$ cat src/dpw_defs.vh
// constants for the dual pot wiper serial control block
`ifndef DPW_DEFS_VH
`define DPW_DEFS_VH

// ****************************************************************
// command layout
// ****************************************************************
`define DPW_CMD_BITS      10
`define DPW_CODE_BITS     8
`define DPW_ADDR_MSB      9
`define DPW_ADDR_LSB      8
`define DPW_CODE_MSB      7
`define DPW_CODE_LSB      0

// ****************************************************************
// pot_address decode
// ****************************************************************
`define DPW_ADDR_A        2'h0
`define DPW_ADDR_B        2'h1
`define DPW_ADDR_NONE     2'h2
`define DPW_ADDR_BOTH     2'h3

// ****************************************************************
// reset values and bit counter width
// ****************************************************************
`define DPW_WIPER_RESET   8'h80
`define DPW_CNT_W         4

`endif

$ cat src/dpw_sync.v
// two-flop synchroniser for one pin level
`timescale 1ns/1ps
module dpw_sync #(
  parameter RESET_VAL = 1'b0
) (
  // clock and reset
  input  wire sys_clk,
  input  wire arst_n,
  // level
  input  wire pin_in,
  output reg  pin_sync
);
  reg meta_reg;

  always @(posedge sys_clk or negedge arst_n)
  begin
    if (!arst_n)
    begin
      meta_reg <= RESET_VAL;
      pin_sync <= RESET_VAL;
    end
    else
    begin
      meta_reg <= pin_in;
      pin_sync <= meta_reg;
    end
  end
endmodule // dpw_sync

$ cat src/dpw_wiper.v
// one 8-bit wiper register with midscale reset
`timescale 1ns/1ps
`include "dpw_defs.vh"
module dpw_wiper #(
  parameter W = `DPW_CODE_BITS
) (
  // clock and reset
  input  wire         sys_clk,
  input  wire         arst_n,
  // load
  input  wire         load,
  input  wire [W-1:0] code,
  // tap select
  output reg  [W-1:0] position
);
  always @(posedge sys_clk or negedge arst_n)
  begin
    if (!arst_n)
      position <= `DPW_WIPER_RESET;
    else if (load)
      position <= code;
  end
endmodule // dpw_wiper

$ cat src/dpw_ctrl.v
// serial command receiver and wiper registers for a dual potentiometer
//
// Behaviour
// while select low, shift data in on each serial clock rise
// on select rise, last ten shifted bits form the command
// command order: two address bits msb first, then code msb first
// address 00 writes a, 01 writes b, 11 writes both
// a written wiper moves its tap at the select rise
// master holds select low whole frame; early rise ends it
// both wipers reset to midscale 80h
// code 00h is the low-end tap, ffh the high-end tap
// 256 taps, one code per tap, eight-bit register
// a write to one pot leaves the other untouched
// three inputs only, no readback output
// command reception never waits on charge pump settling
// address 10 is ignored, neither register changes
// frames with fewer than ten clock rises are discarded
`timescale 1ns/1ps
`include "dpw_defs.vh"
module dpw_ctrl #(
  parameter CMD_BITS  = `DPW_CMD_BITS,
  parameter CODE_BITS = `DPW_CODE_BITS
) (
  // system clock and reset
  input  wire                 sys_clk,
  input  wire                 arst_n,
  // serial pins, no data out
  input  wire                 chip_select_n,
  input  wire                 serial_clock_in,
  input  wire                 serial_data_in,
  // tap selections, 00h low end, ffh high end
  output wire [CODE_BITS-1:0] wiper_position_a,
  output wire [CODE_BITS-1:0] wiper_position_b
);

  // ****************************************************************
  // pin synchronisers
  // ****************************************************************
  wire cs_n_s;
  wire sck_s;
  wire din_s;

  dpw_sync #(.RESET_VAL(1'b1)) u_sync_cs (
    .sys_clk  (sys_clk),
    .arst_n   (arst_n),
    .pin_in   (chip_select_n),
    .pin_sync (cs_n_s)
  );

  dpw_sync #(.RESET_VAL(1'b0)) u_sync_sck (
    .sys_clk  (sys_clk),
    .arst_n   (arst_n),
    .pin_in   (serial_clock_in),
    .pin_sync (sck_s)
  );

  dpw_sync #(.RESET_VAL(1'b0)) u_sync_din (
    .sys_clk  (sys_clk),
    .arst_n   (arst_n),
    .pin_in   (serial_data_in),
    .pin_sync (din_s)
  );

  // ****************************************************************
  // edge detection
  // ****************************************************************
  // data passes the same two stages as the clock, so it is sampled
  // at the clock rise as the master set it up; the sclk edge comes
  // from the second stage only
  reg  sck_d_reg;
  reg  cs_n_d_reg;
  wire sck_rise = sck_s & ~sck_d_reg;
  wire cs_rise  = cs_n_s & ~cs_n_d_reg;

  always @(posedge sys_clk or negedge arst_n)
  begin
    if (!arst_n)
    begin
      sck_d_reg  <= 1'b0;
      cs_n_d_reg <= 1'b1;
    end
    else
    begin
      sck_d_reg  <= sck_s;
      cs_n_d_reg <= cs_n_s;
    end
  end

  // ****************************************************************
  // shift register and bit count
  // ****************************************************************
  // nothing here looks at a charge pump state: bits are always
  // shifted in while select is low
  reg  [CMD_BITS-1:0]    shift_reg;
  reg  [CMD_BITS-1:0]    shift_next;
  reg  [`DPW_CNT_W-1:0]  count_reg;
  reg  [`DPW_CNT_W-1:0]  count_next;
  wire [`DPW_CNT_W-1:0]  full_cnt = CMD_BITS[`DPW_CNT_W-1:0];

  always @*
  begin
    shift_next = shift_reg;
    count_next = count_reg;
    if (cs_rise)
      count_next = {`DPW_CNT_W{1'b0}};
    else if (!cs_n_s && sck_rise)
    begin
      // only the last ten bits survive, first in ends up on top
      shift_next = {shift_reg[CMD_BITS-2:0], din_s};
      if (count_reg != full_cnt)
        count_next = count_reg + 1'b1;                    // saturates
    end
  end

  always @(posedge sys_clk or negedge arst_n)
  begin
    if (!arst_n)
    begin
      shift_reg <= {CMD_BITS{1'b0}};
      count_reg <= {`DPW_CNT_W{1'b0}};
    end
    else
    begin
      shift_reg <= shift_next;
      count_reg <= count_next;
    end
  end

  // ****************************************************************
  // command decode at select rise
  // ****************************************************************
  // an early select rise ends the frame; short frames are dropped
  wire       frame_ok = cs_rise && (count_reg == full_cnt);
  wire [1:0] pot_address =
    shift_reg[`DPW_ADDR_MSB:`DPW_ADDR_LSB];
  wire [CODE_BITS-1:0] wiper_code =
    shift_reg[`DPW_CODE_MSB:`DPW_CODE_LSB];
  reg  load_a;
  reg  load_b;

  always @*
  begin
    load_a = 1'b0;
    load_b = 1'b0;
    if (frame_ok)
    begin
      case (pot_address)
        `DPW_ADDR_A:    load_a = 1'b1;
        `DPW_ADDR_B:    load_b = 1'b1;
        `DPW_ADDR_BOTH:
        begin
          load_a = 1'b1;
          load_b = 1'b1;
        end
        default:
        begin
          load_a = 1'b0;
          load_b = 1'b0;
        end
      endcase
    end
  end

  // ****************************************************************
  // wiper registers
  // ****************************************************************
  dpw_wiper #(.W(CODE_BITS)) u_wiper_a (
    .sys_clk  (sys_clk),
    .arst_n   (arst_n),
    .load     (load_a),
    .code     (wiper_code),
    .position (wiper_position_a)
  );

  dpw_wiper #(.W(CODE_BITS)) u_wiper_b (
    .sys_clk  (sys_clk),
    .arst_n   (arst_n),
    .load     (load_b),
    .code     (wiper_code),
    .position (wiper_position_b)
  );

endmodule // dpw_ctrl

$ cat config.mk
export PLATFORM = sky130hd
export DESIGN_NAME = dpw_ctrl
export DESIGN_NICKNAME = d
export VERILOG_FILES = /design/src/dpw_sync.v /design/src/dpw_wiper.v /design/src/dpw_ctrl.v
export VERILOG_INCLUDE_DIRS = /design/src /design/src/src
export SDC_FILE = /design/constraint.sdc
export NUM_CORES = 1
export LEC_CHECK = 0
export BUFFER_PORTS_ARGS = -buffer_cell sky130_fd_sc_hd__buf_2
export CAP_MARGIN = 20
export CORE_ASPECT_RATIO = 0.7
export CORE_MARGIN = 2
export CORE_UTILIZATION = 30
export CTS_BUF_LIST = sky130_fd_sc_hd__clkbuf_8
export CTS_CLUSTER_DIAMETER = 100
export CTS_CLUSTER_SIZE = 10
export DETAILED_ROUTE_END_ITERATION = 12
export PLACE_DENSITY_LB_ADDON = 0.08
export SLEW_MARGIN = 20
export SYNTH_ARGS = -nofsm -noshare
export SYNTH_HDL_FRONTEND = slang
export SYNTH_SLANG_ARGS = --single-unit
$ cat constraint.sdc
create_clock -name sys_clk -period 2.98 [get_ports sys_clk]
set_input_delay 0.298 -clock sys_clk [delete_from_list [all_inputs] [get_ports sys_clk]]
set_output_delay 0.298 -clock sys_clk [all_outputs]
set_load 0.02 [all_outputs]
==> results.json <==
{
  "fmax_mhz": 548,
  "drcViolationCount": 0,
  "ir_worst_vdd_mv": 0.280,
  "initial_core_util_pct": 31.1,
  "via_count": 763,
  "synthTopCellsByArea": "dfrtp_1, mux2_2, dfstp_2, ha_1, nor3_4",
  "rows": 21,
  "critPathKind": "register to register",
  "viasPerCell": 4.06,
  "drv_slew": 0,
  "cts-buffers-inserted": 5,
  "yosysTopAreaCellShare_pct": 55.6,
  "crit_required_ns": 3.15,
  "worstMarginPinSlew_ns": 0.843,
  "setup_viol_count_final": 0,
  "synth_area_um2": 1490,
  "wl_per_cell_um": 13.2,
  "fp.dieH_um": 62.9,
  "io_pins": 21,
  "p_total_uw": 1090,
  "place.gp.congestion": 0.673,
  "hpwl_mm": 1.63,
  "clk_pin_slew_ns": 0.08,
  "antenna_found_initial": 0,
  "drtIter0Drc": 14,
  "yosys.area.top_type": "dfrtp_1",
  "nNetsFinal": 127,
  "clock_sinks": 38,
  "pre_cts_ws_ns": 1.13,
  "coreArea_um2": 4780,
  "cts_resized": 0,
  "yosysWarnings": 0,
  "synthCells": 92,
  "stdcell_area_um2": 1750,
  "cp.arrival_ns": 2.00,
  "htree_levels": 2,
  "largest_reg_flops": 10,
  "cts_setup_buffers": 0,
  "grt_pass1_wl_mm": 4.26,
  "grt.overflow.total": 0,
  "finalCritPeriodShare_pct": 61.3,
  "synth.distinct_cells": 20,
  "grt_max_degree": 39,
  "drive_above_1_share_pct": 52.1,
  "routed_wirelength_mm": 2.49,
  "slew_headroom_pct": 43.8,
  "die_area_um2": 5540,
  "yosys_register_bits": 38,
  "n_antenna_cell": 0,
  "hold_viol": 0,
  "postLayoutCoreUtil_pct": 36.6,
  "portBuffers": 20,
  "power.density_nw_per_um2": 625,
  "die_w_um": 88.1,
  "cts_tree": "yes",
  "startpoint_type": "register",
  "min_path_type": "primary input to async pin",
  "rsz0062_at_grt": "no",
  "clockRootBuffer": "clkbuf_8",
  "yosysSeqAreaShare_pct": 64.4,
  "grt_pass1_vias": 823,
  "grt_usage_pct": 10.4,
  "timing.final.ws_setup_ns": 1.15,
  "synth_nets": 101,
  "worstSetupEndpointType": "register",
  "placed_area_um2": 1660,
  "critPathMaxFanout": 8,
  "avgSynthCellArea_um2": 16.1,
  "cts_buffer_depth": 2,
  "insertion_delay_ns": 0.28,
  "route.antenna.remaining_nets": 0,
  "status": "complete, no violations",
  "drtPass1Iterations": 4,
  "fin_skew_ns": 0.00451,
  "maxCapViolCount": 0,
  "syn2layout_area_growth_pct": 17.9,
  "tns_ns": 0,
  "fin_crit_ns": 1.83,
  "hold_buffers": 0,
  "leakagePower_uw": 0.000923
}
routing by layer:
metal / GRT usage (%) / vias to the layer above / wire (um)
li1: - / 370 / -
met4: 4.55 / 0 / 34
met1: 14.5 / 374 / 1310
met5: 0 / - / 0
met2: 13.9 / 14 / 1030
met3: 4.36 / 5 / 118
final timing paths:
check / start / endpoint / slack (ns) / cells past startpoint
setup / recovery: count_reg[0]$_DFFE_PN0P_ / u_wiper_b.position[1]$_DFFE_PN0P_ / 1.15 / 5
hold / removal: arst_n / shift_reg[0]$_DFFE_PN0P_ / 0.12 / 1
setup reg to reg: count_reg[0]$_DFFE_PN0P_ / u_wiper_b.position[1]$_DFFE_PN0P_ / 1.15 / 5
hold reg to reg: u_sync_cs.meta_reg$_DFF_PN1_ / u_sync_cs.pin_sync$_DFF_PN1_ / 0.36 / 0
max in group asynchronous: arst_n / u_wiper_a.position[2]$_DFFE_PN0P_ / 2.34 / 1
min in group sys_clk: chip_select_n / u_sync_cs.meta_reg$_DFF_PN1_ / 0.12 / 1
power breakdown:
part	leakage (uW)	total [uW]	internal, uW	switching, uW
Clock	0.0000472	364	186	178
Sequential	0.000488	633	577	55.5
Combinational	0.000388	96.9	52.7	44.2
layout make-up:
type	instances	area [um^2]
Fill cell	484	3030
Sequential cell	38	957
Multi-Input combinational cell	49	494
Timing Repair Buffer	21	108
Tap cell	69	86.3
Clock buffer	6	82.6
Clock inverter	2	12.5
Inverter	3	11.3
cells by family after synthesis:
| group | after synthesis | synth area share (%) |
|---|---|---|
| AOI/OAI and AO/OA | 4 | 1.85 |
| adders and majority gates | 4 | 3.37 |
| buffers and inverters | 5 | 2.27 |
| DFF | 38 | 64.4 |
| muxes | 28 | 21.0 |
| and+or+nand+nor | 13 | 7.08 |
critical path, cell delays in order, from the launching register on:
cell and delay, ns:
dfrtp_1 0.42, inv_1 0.07, ha_1 0.21, nand3b_4 0.13
nor3_4 0.48, mux2_2 0.39
synthesized netlist by cell type:
cell      count
dfrtp_1      33
mux2_2       23
dfstp_2       5
nand2_1       5
ha_1          4
inv_1         3
mux2i_1       3
buf_6         2
mux2_1        2
nor3_4        2
a21bo_2       1
a21boi_0      1
a21oi_1       1
nand2b_1      1
nand3_1       1
nand3b_4      1
nand4_1       1
nor2_1        1
nor3b_2       1
o21ai_0       1
layout by cell type (no fill, tap or decap), drive strengths merged, types with 2 or more instances in the layout:
master	instances
mux2	25
mux2i	3
buf	21
dfstp	5
dfrtp	33
nor3	2
nand2	5
ha	4
inv	3
clkbuf	6
metrics by stage:
step	cells	hold slack (ns)
after CTS	188	0.103
after floorplan	92	0.00241
after detailed placement	180	0.345
after global placement	180	0.337
after global routing	188	0.103
final	188	0.116
(Power assumes the default switching activity.)
